File: src/rtl/ext_bus_pkg.sv
package ext_bus_pkg;

    // ****************************************************************
    // register map (byte addresses on apb)
    // ****************************************************************
    localparam logic [11:0] PTR_SELECT_INDEX = 12'h092;
    localparam logic [11:0] PTR_SELECT_ADDR = 12'(PTR_SELECT_INDEX * 4);
    localparam logic [11:0] PTR_LOW_ADDR = 12'h000;
    localparam logic [11:0] PTR_HIGH_ADDR = 12'h004;
    localparam logic [11:0] PORT0_LATCH_ADDR = 12'h008;
    localparam logic [11:0] PORT2_LATCH_ADDR = 12'h00C;
    localparam logic [11:0] PROG_COUNTER_ADDR = 12'h010;
    localparam logic [11:0] COMMAND_ADDR = 12'h014;
    localparam logic [11:0] STATUS_ADDR = 12'h018;

    // ****************************************************************
    // reset values and fields
    // ****************************************************************
    localparam logic [2:0] SELECT_RESET = 3'h0;
    localparam logic [7:0] PORT_LATCH_RESET = 8'hFF;
    localparam logic [7:0] PORT0_ACCESS_FILL = 8'hFF;
    localparam logic [15:0] PC_RESET = 16'h0000;
    localparam logic [15:0] INTERNAL_PROG_TOP = 16'h7FFF;
    localparam logic [15:0] PC_FETCH_STEP = 16'h0002;
    localparam int CMD_OP_LSB = 0;
    localparam int CMD_RI_LSB = 8;
    localparam int CMD_WDATA_LSB = 16;
    localparam int STATUS_BUSY_BIT = 8;
    localparam int POINTER_COUNT = 8;

    // ****************************************************************
    // cycle timing in oscillator periods (one clk each)
    // ****************************************************************
    localparam logic [2:0] DATA_CYCLE_LEN = 3'h6;
    localparam logic [2:0] FETCH_CYCLE_LEN = 3'h3;
    localparam logic [2:0] PH_ADDR_HOLD = 3'h1;
    localparam logic [2:0] PH_DATA_STROBE_ON = 3'h2;
    localparam logic [2:0] PH_DATA_STROBE_LAST = 3'h4;
    localparam logic [2:0] PH_FETCH_STROBE_LAST = 3'h2;

    // ****************************************************************
    // types
    // ****************************************************************
    typedef enum logic [2:0] {
        OP_NONE,
        OP_FETCH,
        OP_READ_PTR,
        OP_WRITE_PTR,
        OP_READ_RI,
        OP_WRITE_RI
    } cmd_op_type;

    typedef enum {
        SEQ_IDLE,
        SEQ_FETCH,
        SEQ_DATA
    } seq_state_type;

    typedef struct packed {
        logic psel;
        logic penable;
        logic pwrite;
        logic [11:0] paddr;
        logic [31:0] pwdata;
    } apb_req_type;

    typedef struct packed {
        logic pready;
        logic pslverr;
        logic [31:0] prdata;
    } apb_resp_type;

    typedef struct packed {
        logic ale;
        logic prog_read_strobe_n;
        logic data_read_n;
        logic data_write_n;
        logic [7:0] port0_out;
        logic port0_oe_n;
        logic [7:0] port2_out;
    } ext_pins_type;

    typedef struct packed {
        logic wr_lo;
        logic wr_hi;
        logic [2:0] wr_idx;
        logic [7:0] wr_data;
        logic [2:0] rd_idx;
    } ptr_mem_req_type;

endpackage : ext_bus_pkg

File: src/rtl/pointer_bank.sv
module pointer_bank (
    // clock and reset
    input wire logic clk,
    input wire logic rstn,
    // access
    input wire ext_bus_pkg::ptr_mem_req_type req,
    output logic [15:0] rd_data
);
    import ext_bus_pkg::*;

    typedef struct packed {
        logic [POINTER_COUNT-1:0][15:0] ptr;
        logic [15:0] rd;
    } bank_type;

    bank_type bank_reg;
    bank_type bank_next;

    // ****************************************************************
    // byte writes to one pointer, others keep their value
    // ****************************************************************
    always_comb begin
        bank_next = bank_reg;
        for (int i = 0; i < POINTER_COUNT; i++) begin
            if (req.wr_lo && req.wr_idx == 3'(i)) begin
                bank_next.ptr[i][7:0] = req.wr_data;
            end
            if (req.wr_hi && req.wr_idx == 3'(i)) begin
                bank_next.ptr[i][15:8] = req.wr_data;
            end
        end
        bank_next.rd = bank_reg.ptr[req.rd_idx];
    end

    always_ff @(posedge clk) begin
        if (!rstn) begin
            bank_reg <= '0;
        end else begin
            bank_reg <= bank_next;
        end
    end

    assign rd_data = bank_reg.rd;

endmodule : pointer_bank

File: src/rtl/ext_bus_multi_pointer.sv
// Summary of operation
// - write byte driven around data write strobe
// - read byte sampled before read strobe release
// - external fetch when select low or pc>7FFF
// - port2 all address, latch left untouched
// - port2 shows pc, pointer or latch
// - no program strobe for internal fetch
// - two program strobes per instruction cycle
// - data read cycle lasts six periods
// - program fetch cycle lasts three periods
// - eight 16-bit pointers, one active
// - 3-bit select chooses the active pointer
// - select resets to pointer zero
// - active pointer seen as two bytes
// - port0 multiplexes address and data, driven
// - external access fills port0 latch with ones
// - register-indirect move keeps port2 latch out
//
// The APB slave port was left to the implementer.
module ext_bus_multi_pointer (
    // clock and reset
    input wire logic clk,
    input wire logic rstn,
    // apb slave
    input wire ext_bus_pkg::apb_req_type apb_req,
    output ext_bus_pkg::apb_resp_type apb_resp,
    // external bus pins
    input wire logic external_access_select_n,
    input wire logic [7:0] port0_in,
    output ext_bus_pkg::ext_pins_type pins
);
    import ext_bus_pkg::*;

    typedef struct packed {
        seq_state_type st;
        logic [2:0] ph;
        cmd_op_type op;
        logic second;
        logic [15:0] addr;
        logic [7:0] wdata;
        logic [7:0] rdata;
        logic [2:0] sel;
        logic [7:0] p0_latch;
        logic [7:0] p2_latch;
        logic [15:0] pc;
        ext_pins_type pins;
    } core_type;

    core_type core_reg;
    core_type core_next;
    logic [15:0] active_ptr;
    ptr_mem_req_type mem_req;
    logic apb_access;
    logic apb_wr;
    logic busy;
    logic cmd_hit;
    logic ext_exec;
    logic mapped;
    cmd_op_type cmd_op;

    // ****************************************************************
    // pointer bank
    // ****************************************************************
    pointer_bank u_pointer_bank (
        .clk(clk),
        .rstn(rstn),
        .req(mem_req),
        .rd_data(active_ptr)
    );

    // ****************************************************************
    // apb decode
    // ****************************************************************
    assign apb_access = apb_req.psel && apb_req.penable;
    assign busy = core_reg.st != SEQ_IDLE;
    assign cmd_hit = apb_req.paddr == COMMAND_ADDR;
    assign ext_exec = !external_access_select_n || core_reg.pc > INTERNAL_PROG_TOP;
    assign apb_wr = apb_access && apb_req.pwrite && apb_resp.pready;
    assign cmd_op = cmd_op_type'(apb_req.pwdata[CMD_OP_LSB +: 3]);

    always_comb begin
        unique case (apb_req.paddr)
            PTR_SELECT_ADDR, PTR_LOW_ADDR, PTR_HIGH_ADDR, PORT0_LATCH_ADDR,
            PORT2_LATCH_ADDR, PROG_COUNTER_ADDR, COMMAND_ADDR, STATUS_ADDR: mapped = 1'b1;
            default: mapped = 1'b0;
        endcase
    end

    always_comb begin
        apb_resp.pready = !(apb_req.pwrite && cmd_hit && busy);
        apb_resp.pslverr = apb_access && !mapped;
        apb_resp.prdata = '0;
        if (apb_access && !apb_req.pwrite) begin
            unique case (apb_req.paddr)
                PTR_SELECT_ADDR: apb_resp.prdata[2:0] = core_reg.sel;
                PTR_LOW_ADDR: apb_resp.prdata[7:0] = active_ptr[7:0];
                PTR_HIGH_ADDR: apb_resp.prdata[7:0] = active_ptr[15:8];
                PORT0_LATCH_ADDR: apb_resp.prdata[7:0] = core_reg.p0_latch;
                PORT2_LATCH_ADDR: apb_resp.prdata[7:0] = core_reg.p2_latch;
                PROG_COUNTER_ADDR: apb_resp.prdata[15:0] = core_reg.pc;
                STATUS_ADDR: begin
                    apb_resp.prdata[7:0] = core_reg.rdata;
                    apb_resp.prdata[STATUS_BUSY_BIT] = busy;
                end
                default: apb_resp.prdata = '0;
            endcase
        end
    end

    // ****************************************************************
    // pointer writes go to the selected pointer
    // ****************************************************************
    always_comb begin
        mem_req.wr_lo = apb_wr && apb_req.paddr == PTR_LOW_ADDR;
        mem_req.wr_hi = apb_wr && apb_req.paddr == PTR_HIGH_ADDR;
        mem_req.wr_idx = core_reg.sel;
        mem_req.wr_data = apb_req.pwdata[7:0];
        mem_req.rd_idx = core_reg.sel;
    end

    // ****************************************************************
    // register writes and bus sequencer
    // ****************************************************************
    always_comb begin
        core_next = core_reg;
        if (apb_wr) begin
            unique case (apb_req.paddr)
                PTR_SELECT_ADDR: core_next.sel = apb_req.pwdata[2:0];
                PORT0_LATCH_ADDR: core_next.p0_latch = apb_req.pwdata[7:0];
                PORT2_LATCH_ADDR: core_next.p2_latch = apb_req.pwdata[7:0];
                PROG_COUNTER_ADDR: core_next.pc = apb_req.pwdata[15:0];
                default: core_next.sel = core_reg.sel;
            endcase
        end
        unique case (core_reg.st)
            SEQ_IDLE: begin
                if (apb_wr && cmd_hit) begin
                    core_next.op = cmd_op;
                    core_next.ph = '0;
                    core_next.second = 1'b0;
                    core_next.wdata = apb_req.pwdata[CMD_WDATA_LSB +: 8];
                    unique case (cmd_op)
                        OP_FETCH: begin
                            if (ext_exec) begin
                                core_next.st = SEQ_FETCH;
                                core_next.addr = core_reg.pc;
                                core_next.p0_latch = PORT0_ACCESS_FILL;
                            end else begin
                                core_next.pc = core_reg.pc + PC_FETCH_STEP;
                            end
                        end
                        OP_READ_PTR, OP_WRITE_PTR: begin
                            core_next.st = SEQ_DATA;
                            core_next.addr = active_ptr;
                            core_next.p0_latch = PORT0_ACCESS_FILL;
                        end
                        OP_READ_RI, OP_WRITE_RI: begin
                            core_next.st = SEQ_DATA;
                            core_next.addr = {core_reg.p2_latch, apb_req.pwdata[CMD_RI_LSB +: 8]};
                            core_next.p0_latch = PORT0_ACCESS_FILL;
                        end
                        default: core_next.st = SEQ_IDLE;
                    endcase
                end
            end
            SEQ_FETCH: begin
                core_next.ph = core_reg.ph + 3'h1;
                if (core_reg.ph == FETCH_CYCLE_LEN - 3'h1) begin
                    core_next.ph = '0;
                    core_next.addr = core_reg.addr + 16'h0001;
                    core_next.second = 1'b1;
                    if (core_reg.second) begin
                        core_next.st = SEQ_IDLE;
                        core_next.pc = core_reg.pc + PC_FETCH_STEP;
                    end
                end
            end
            SEQ_DATA: begin
                core_next.ph = core_reg.ph + 3'h1;
                if (core_reg.ph == PH_DATA_STROBE_LAST
                        && (core_reg.op == OP_READ_PTR || core_reg.op == OP_READ_RI)) begin
                    core_next.rdata = port0_in;
                end
                if (core_reg.ph == DATA_CYCLE_LEN - 3'h1) begin
                    core_next.st = SEQ_IDLE;
                    core_next.ph = '0;
                end
            end
        endcase

        // ************************************************************
        // pin values for the coming period
        // ************************************************************
        core_next.pins.ale = 1'b0;
        core_next.pins.prog_read_strobe_n = 1'b1;
        core_next.pins.data_read_n = 1'b1;
        core_next.pins.data_write_n = 1'b1;
        core_next.pins.port0_oe_n = 1'b1;
        core_next.pins.port0_out = core_next.p0_latch;
        core_next.pins.port2_out = ext_exec ? core_next.pc[15:8] : core_next.p2_latch;
        unique case (core_next.st)
            SEQ_FETCH: begin
                core_next.pins.port2_out = core_next.addr[15:8];
                if (core_next.ph == '0) begin
                    core_next.pins.ale = 1'b1;
                    core_next.pins.port0_out = core_next.addr[7:0];
                    core_next.pins.port0_oe_n = 1'b0;
                end else begin
                    core_next.pins.prog_read_strobe_n = 1'b0;
                end
            end
            SEQ_DATA: begin
                if (core_next.op == OP_READ_PTR || core_next.op == OP_WRITE_PTR) begin
                    core_next.pins.port2_out = core_next.addr[15:8];
                end else begin
                    core_next.pins.port2_out = core_next.p2_latch;
                end
                if (core_next.ph <= PH_ADDR_HOLD) begin
                    core_next.pins.ale = core_next.ph == '0;
                    core_next.pins.port0_out = core_next.addr[7:0];
                    core_next.pins.port0_oe_n = 1'b0;
                end else if (core_next.op == OP_WRITE_PTR || core_next.op == OP_WRITE_RI) begin
                    core_next.pins.port0_out = core_next.wdata;
                    core_next.pins.port0_oe_n = 1'b0;
                    core_next.pins.data_write_n = !(core_next.ph > PH_DATA_STROBE_ON
                        && core_next.ph <= PH_DATA_STROBE_LAST);
                end else begin
                    core_next.pins.data_read_n = !(core_next.ph >= PH_DATA_STROBE_ON
                        && core_next.ph <= PH_DATA_STROBE_LAST);
                end
            end
            SEQ_IDLE: core_next.pins.ale = 1'b0;
        endcase
    end

    always_ff @(posedge clk) begin
        if (!rstn) begin
            core_reg.st <= SEQ_IDLE;
            core_reg.ph <= '0;
            core_reg.op <= OP_NONE;
            core_reg.second <= 1'b0;
            core_reg.addr <= '0;
            core_reg.wdata <= '0;
            core_reg.rdata <= '0;
            core_reg.sel <= SELECT_RESET;
            core_reg.p0_latch <= PORT_LATCH_RESET;
            core_reg.p2_latch <= PORT_LATCH_RESET;
            core_reg.pc <= PC_RESET;
            core_reg.pins.ale <= 1'b0;
            core_reg.pins.prog_read_strobe_n <= 1'b1;
            core_reg.pins.data_read_n <= 1'b1;
            core_reg.pins.data_write_n <= 1'b1;
            core_reg.pins.port0_out <= PORT_LATCH_RESET;
            core_reg.pins.port0_oe_n <= 1'b1;
            core_reg.pins.port2_out <= PORT_LATCH_RESET;
        end else begin
            core_reg <= core_next;
        end
    end

    assign pins = core_reg.pins;

endmodule : ext_bus_multi_pointer

File: config.mk
export PLATFORM = sky130hd
export DESIGN_NAME = ext_bus_multi_pointer
export DESIGN_NICKNAME = d
export VERILOG_FILES = /design/src/rtl/ext_bus_pkg.sv /design/src/rtl/pointer_bank.sv /design/src/rtl/ext_bus_multi_pointer.sv
export SDC_FILE = /design/constraint.sdc
export NUM_CORES = 1
export LEC_CHECK = 0
export BUFFER_PORTS_ARGS = -buffer_cell sky130_fd_sc_hd__buf_2
export CAP_MARGIN = 20
export CORE_UTILIZATION = 60
export DETAILED_ROUTE_END_ITERATION = 10
export GPL_TIMING_DRIVEN = 0
export PLACE_DENSITY = 0.81
export SYNTH_ARGS = -nofsm -noshare
export SYNTH_HDL_FRONTEND = slang
export SYNTH_SLANG_ARGS = --single-unit
File: constraint.sdc
create_clock -name clk -period 4 [get_ports clk]
set_input_delay 0.2 -clock clk [delete_from_list [all_inputs] [get_ports clk]]
set_output_delay 0.2 -clock clk [all_outputs]
set_load 0.02 [all_outputs]
* Word level (Yosys, flattened, before mapping) *
Index checks and enable logic that the tools add are counted.

storage, ports and cells
  word-level logic and storage cells = 180
  register bits = 271

operators by class
  bitwise operators = 3
  magnitude comparators = 6
  equal/unequal tests = 33
  add/sub/neg operators = 3
  reduce and logical (&&, ||, !) cells = 56
  multiplexer cells = 44

operators with widths
  operator                                               count
  two-way mux 16 bit                                     9
  case mux 35 bit (3 select lines)                       1
  two-way mux 32 bit                                     3
  two-way mux 35 bit                                     2
  case mux 17 bit (2 select lines)                       2
  equality test 32 x 1 -> 1 bit (second input constant)  2
  equality test 32 x 2 -> 1 bit (second input constant)  2
  zero test 32 bit                                       2
  two-way mux 8 bit                                      8
  case mux 32 bit (2 select lines)                       1
  two-way mux 63 bit                                     1
  binary-select mux 16 bit (select 3 bit)                1
  case mux 16 bit (3 select lines)                       1
  equality test 12 x 5 -> 1 bit (second input constant)  3
  case mux 16 bit (2 select lines)                       1
  nonzero test 32 bit                                    1
  equality test 3 bit (second input constant)            10
  case mux 5 bit (6 select lines)                        1
  logical AND 1 bit                                      29
  two-way mux 9 bit                                      3
  equality test 12 x 4 -> 1 bit (second input constant)  2
  equality test 3 x 2 -> 1 bit (second input constant)   8
  case mux 3 bit (7 select lines)                        1
  two-way mux 17 bit                                     1
  other kinds (30)                                       50

* Logic depth before layout (Yosys ltp) *
  depth after elaboration = 13
  depth in mapped cells = 10
  mapped depth without buffers = 8

* Modules after synthesis *
A second synthesis with hierarchy kept.

second synthesis, totals
  cell total of the unflattened synthesis = 1527
  area, all modules = 13530.5 µm²

by module, submodules not included
  module                 area each (µm²)  sequential area each (µm²)  instances  cells an instance
  ext_bus_multi_pointer  6944.2           2542.4                      1          848
  pointer_bank           6586.3           2882.8                      1          679

* Least setup slack after synthesis *
Ideal clock, no wire load.

  path kind = register -> register
  start point = register core_reg[103] (netlist name)
  end point = register u_pointer_bank.bank_reg[80] (netlist name)
  path slack = 775 ps
  data arrival time = 3098 ps
  cell stages (with the launch flop) = 9
  library setup time = 128 ps
  path through = dfxtp_1 > nor4_1 > nand3_1 > o311ai_1 > nand4_1 > or3_1 > clkbuf_1 > mux2i_1 > nor2_1

RTL lines
  element                 RTL line                      text
  from (decl)             ext_bus_multi_pointer.sv:49   core_type core_reg;
  from (signal assigned)  ext_bus_multi_pointer.sv:257  core_reg <= core_next;
  to (signal assigned)    pointer_bank.sv:39            bank_reg <= bank_next;
  to (decl)               pointer_bank.sv:16            bank_type bank_reg;

* Final worst setup path *
  start point = register core_reg[98] (netlist name)
  end point = register pins[2] (netlist name)

between the ends
  longest elaborated chain between the ends = 11
  elaborated cells between the ends (all ways) = 32

ends and longest elaborated chain
  element                                                               RTL line                                                    text
  nonzero test 32 bit                                                   ext_bus_multi_pointer.sv:75                                 assign busy = core_reg.st != SEQ_IDLE;
  logical AND 1 bit                                                     ext_bus_multi_pointer.sv:90                                 apb_resp.pready = !(apb_req.pwrite && cmd_hit && busy);
  zero test 1 bit                                                       ext_bus_multi_pointer.sv:90
  logical AND 1 bit                                                     ext_bus_multi_pointer.sv:78                                 assign apb_wr = apb_access && apb_req.pwrite && apb_resp.pready;
  two-way mux 32 bit or logical AND 1 bit (tied branches)               ext_bus_multi_pointer.sv:126, ext_bus_multi_pointer.sv:137
  two-way mux 16 bit or two-way mux 63 bit (tied branches)              ext_bus_multi_pointer.sv:144, ext_bus_multi_pointer.sv:137
  two-way mux 16 bit or two-way mux 3 bit (tied branches)               ext_bus_multi_pointer.sv:142, ext_bus_multi_pointer.sv:135
  two-way mux 16 bit or equality test 3 x 2 -> 1 bit (tied branches)    ext_bus_multi_pointer.sv:137, ext_bus_multi_pointer.sv:213
  case mux 16 bit (2 select lines) or logical OR 1 bit (tied branches)  ext_bus_multi_pointer.sv:135, ext_bus_multi_pointer.sv:213
  two-way mux 8 bit, on equally long branches                           ext_bus_multi_pointer.sv:200, ext_bus_multi_pointer.sv:213
  case mux 17 bit (2 select lines) (*)                                  ext_bus_multi_pointer.sv:201                                unique case (core_next.st)

Every way passes the cells marked *; elsewhere a longest branch is shown, timed or not. The select of a mux whose other input is x is not followed.
A chain may end at the register's enable or synchronous reset.

==> metrics.md <==
| Metric | Value |
|---|---|
| Compound-cell area share of the yosys netlist | `18.6%` |
| CP arrival | `~4.2 ns` |
| # fillers | `~1700` |
| Register area | `approximately 5400 um^2` |
| Final #Nets | `1744` |
| Rows | `53` |
| RSZ-0062 raised after global routing | `false` |
| CP max FO | `10` |
| Antenna-violating nets left | `0` |
| Reg2reg start | `core_reg[98]` |
| M2 GR Usage | `around two thirds` |
| Final Hold Fails | `0` |
| I/O pin total | `about 110` |
| Max Buffers Root-to-Sink | `3` |
| EDFF count, synth | `0` |
| CP max stage cell | `nor4_1` |
| Met1 Use GR | `between 40% and 50%` |
| Synthesized cell area | `roughly 13000 um^2` |
| Most frequent cells in the layout | `271 x dfxtp_1, 168 x nand2_1, 136 x nor2_1` |
| Met3 GRT Util | `roughly 6.9%` |
| R2r endpoint | `pins[2]` |
| Crit. End Element | `flop` |
| Flops & latches, synth | `271` |
| All-Layer GR Usage | `41.0%` |
| Max_slew headroom | `between 20% and 30%` |
| Post-Place Cells | `around 1900` |
| Initial core utilization | `~62%` |
| CP top delay family | `simple AND/OR/NAND/NOR gates` |
| DR pass1 iterations | `8` |
| Path depth of the worst reg2reg path | `9` |
| CTS tree | `done` |
| HP Class | `input pin to flop` |
| Global-route wire length before repair | `roughly 70000 um` |
| Share of cells above drive strength 1 | `13.8%` |
| CP Launch Point | `core_reg[98]` |
| Synthesized area per cell | `between 8 and 9 um^2` |
| DRC viols | `0` |
| Tot Pwr | `around 5.6 mW` |
| Initial antenna violation count | `2` |
| # port buffers | `83` |
| Clock Skew | `roughly 0.026 ns` |
| Sequential area share after synthesis | `41.1%` |
| Slack of the critical path | `0.239 ns` |
| Finished Layout Cells | `about 2000` |
| Layout area overhead | `15.0%` |
| Leak Pwr | `5.60 nW` |
| Yosys cell types | `82` |
| Warnings from Yosys | `0` |
| Max-cap violations | `0` |
| Setup CP Type | `flop to flop` |
| Final wirelength | `around 47000 um` |
| Tcrit/Tclk final | `a little over nine tenths` |
| Vias in the first global route | `around 12000` |
| Post-DP HPWL | `around 34000 um` |
| Max VDD drop | `0.395 mV` |
| Worst Tran Pin Value | `1.14 ns` |
| Largest net degree at the start of global routing | `16` |
| Synth top area share | `about two fifths` |
| Top FF cell, synth | `dfxtp_1` |
| Die area | `between 20000 and 25000 um^2` |
| Max reg flops | `128` |
| Worst EP required | `~4.4 ns` |
| Sink Count | `roughly 270` |
| Outcome | `completed` |
| Cells after Synth | `1532` |
| XOR/XNOR Fraction of Synth Area | `0.133%` |
| Die Wd | `between 150 and 200 um` |
| CP most frequent cell | `clkbuf_1` |
| Grt total ovfl | `0` |
| RePlAce Congestion | `about 1` |
| Cell Chain, Critical Path | `nor4_1 -> nand4_1 -> nor3_2 -> or2_2 -> clkbuf_1 -> clkbuf_1 -> o21ai_0 -> a31oi_1 -> o221ai_1` |
| Crit path time final | `around 3.8 ns` |
| Max Freq | `between 200 and 300 MHz` |
| H-tree Lvls | `1` |
| Die height | `150 um` |
| Via density | `roughly 6.7` |
| Most common cell after layout, fill and taps aside | `dfxtp_1` |
| Vias | `~13000` |
| Clk_lat worst skew | `0.57 ns` |
| Largest family of logic cells by synthesized area | `simple AND/OR/NAND/NOR gates` |
| Pwr per Cell Area | `about 370 nW/um^2` |
| Async S/R FF share, synth | `0%` |
| GRT busiest layer | `met2` |
| Reg2Reg Setup Slack | `roughly 0.24 ns` |
| Synth Area in Simple Gates | `around 22%` |
| Routed length per placed instance | `between 20 and 25 um` |
| Proportion of synthesized area in mux cells | `a little under an eighth` |
| Critical path destination | `pins[2]` |
| CORE AREA | `roughly 21000 um^2` |
| Slowest stage delay, CP | `roughly 0.64 ns` |
| Final setup vio count | `0` |
| Area leader, netlist | `dfxtp_1` |
| Synth top area cells | `dfxtp_1 41%, mux2i_1 6.3%, mux4_2 5.5%` |
| Area of the multi-input gates | `about 7100 um^2` |
| TritonCTS Buffers | `28` |
| Hold Path Depth | `3` |
| Startpoint Class | `flop` |
| 1st-iter DRT viols | `~1600` |
| Worst Path Buf+Inv | `2` |
| Pins Over Slew Limit | `0` |
| Clock Pin Slew Worst Setup and Hold Paths | `0.06 ns` |
| Root Driver | `clkbuf_16` |
| Dpl ws | `0.00456 ns` |
| Stages on worst setup path | `9` |
| Post-synthesis adder-cell area fraction | `less than 1%` |
worst min-delay path by stage:
stage / start / end / slack, ns
after floorplan: apb_req[23] / core_reg[71] / 0.34
after global placement: u_pointer_bank.bank_reg[19] / u_pointer_bank.bank_reg[19] / 0.44
after detailed placement: u_pointer_bank.bank_reg[36] / u_pointer_bank.bank_reg[36] / 0.45
after CTS: apb_req[15] / core_reg[36] / 0.03
after global routing: apb_req[0] / core_reg[37] / 0.08
final: apb_req[0] / core_reg[37] / 0.06
cell usage after synthesis (3+ instances only):
cell,instances
a211oi_1,7
a32oi_1,9
buf_1,6
nand4_1,18
and4_1,5
o211ai_1,9
mux4_2,32
or4_1,8
o21a_1,7
or2_2,7
o32ai_1,3
nand2_1,168
and2_1,45
o221ai_1,6
a2111oi_0,3
o21ai_0,83
or3_1,6
nand3_1,84
inv_1,13
nor2_1,136
a311oi_1,3
buf_2,7
ha_1,4
a21oi_1,133
nor4b_1,4
nor3_1,23
a21o_1,4
a211o_1,8
nor4_1,22
nor2b_1,8
and3_1,30
mux2i_1,83
dfxtp_1,271
clkbuf_1,104
a31oi_1,18
a222oi_1,18
o31ai_1,6
a22oi_1,24
o2111ai_1,3
buf_4,38
nor3b_1,3
nand2b_1,6
report_power, final:
group / internal (mW) / switching [mW] / total, mW
Combinational: 0.0815 / 0.194 / 0.276
Sequential: 2.70 / 0.00110 / 2.70
Clock: 1.51 / 1.12 / 2.63
Total: 4.29 / 1.32 / 5.61
cell families (layout without fill, tap and decap cells):
group | after synthesis | in the layout
other | 1 | 18
XOR/XNOR | 2 | 2
AO/OA/AOI/OAI | 378 | 378
adder cells (fa/ha/maj) | 4 | 4
AND/OR/NAND/NOR | 590 | 590
buffers and inverters | 169 | 323
flip-flops | 271 | 271
multiplexers | 117 | 117
final cells by class:
type                            instances  area share [%]
Antenna cell                            2          0.0330
Timing Repair Buffer                  105            4.10
Buffer                                155            4.83
Sequential cell                       271            35.7
Tap cell                              275            2.27
Inverter                               14           0.346
Multi-Input combinational cell       1107            46.6
Clock buffer                           35            5.12
Clock inverter                         14            1.01
tightest hold or removal path, delay by kind of cell:
| family | cells | cell delay, ns |
|---|---|---|
| buffers and inverters | 1 | 0.15 |
| multiplexers | 1 | 0.15 |
| AND/OR/NAND/NOR | 1 | 0.09 |
layer usage:
metal | up-vias | part of all wire, %
li1 | 5877 | -
met1 | 6146 | 35
met2 | 981 | 46
met3 | 255 | 11
met4 | 2 | 8.4
met5 | - | 0.026
stage by stage:
step	hold WS (ns)	setup TNS, ns	utilization [%]	cell area [um^2]
floorplan	0.340	0	-	13300
global placement	0.440	-0.559	65.9	14000
detailed placement	0.445	0	65.9	14000
CTS	0.0346	0	71.1	15100
global route	0.0782	0	71.3	15200
finish	0.0634	0	71.3	15200
repair_timing:
item,in CTS,in global routing
buffers inserted,0,1
pin swaps,0,1
hold endpoints to repair,17,0
hold buffers,17,0
resized for setup,1,2
endpoints found under the setup margin,6,13
No activity file was read; power rests on OpenSTA's default activity.
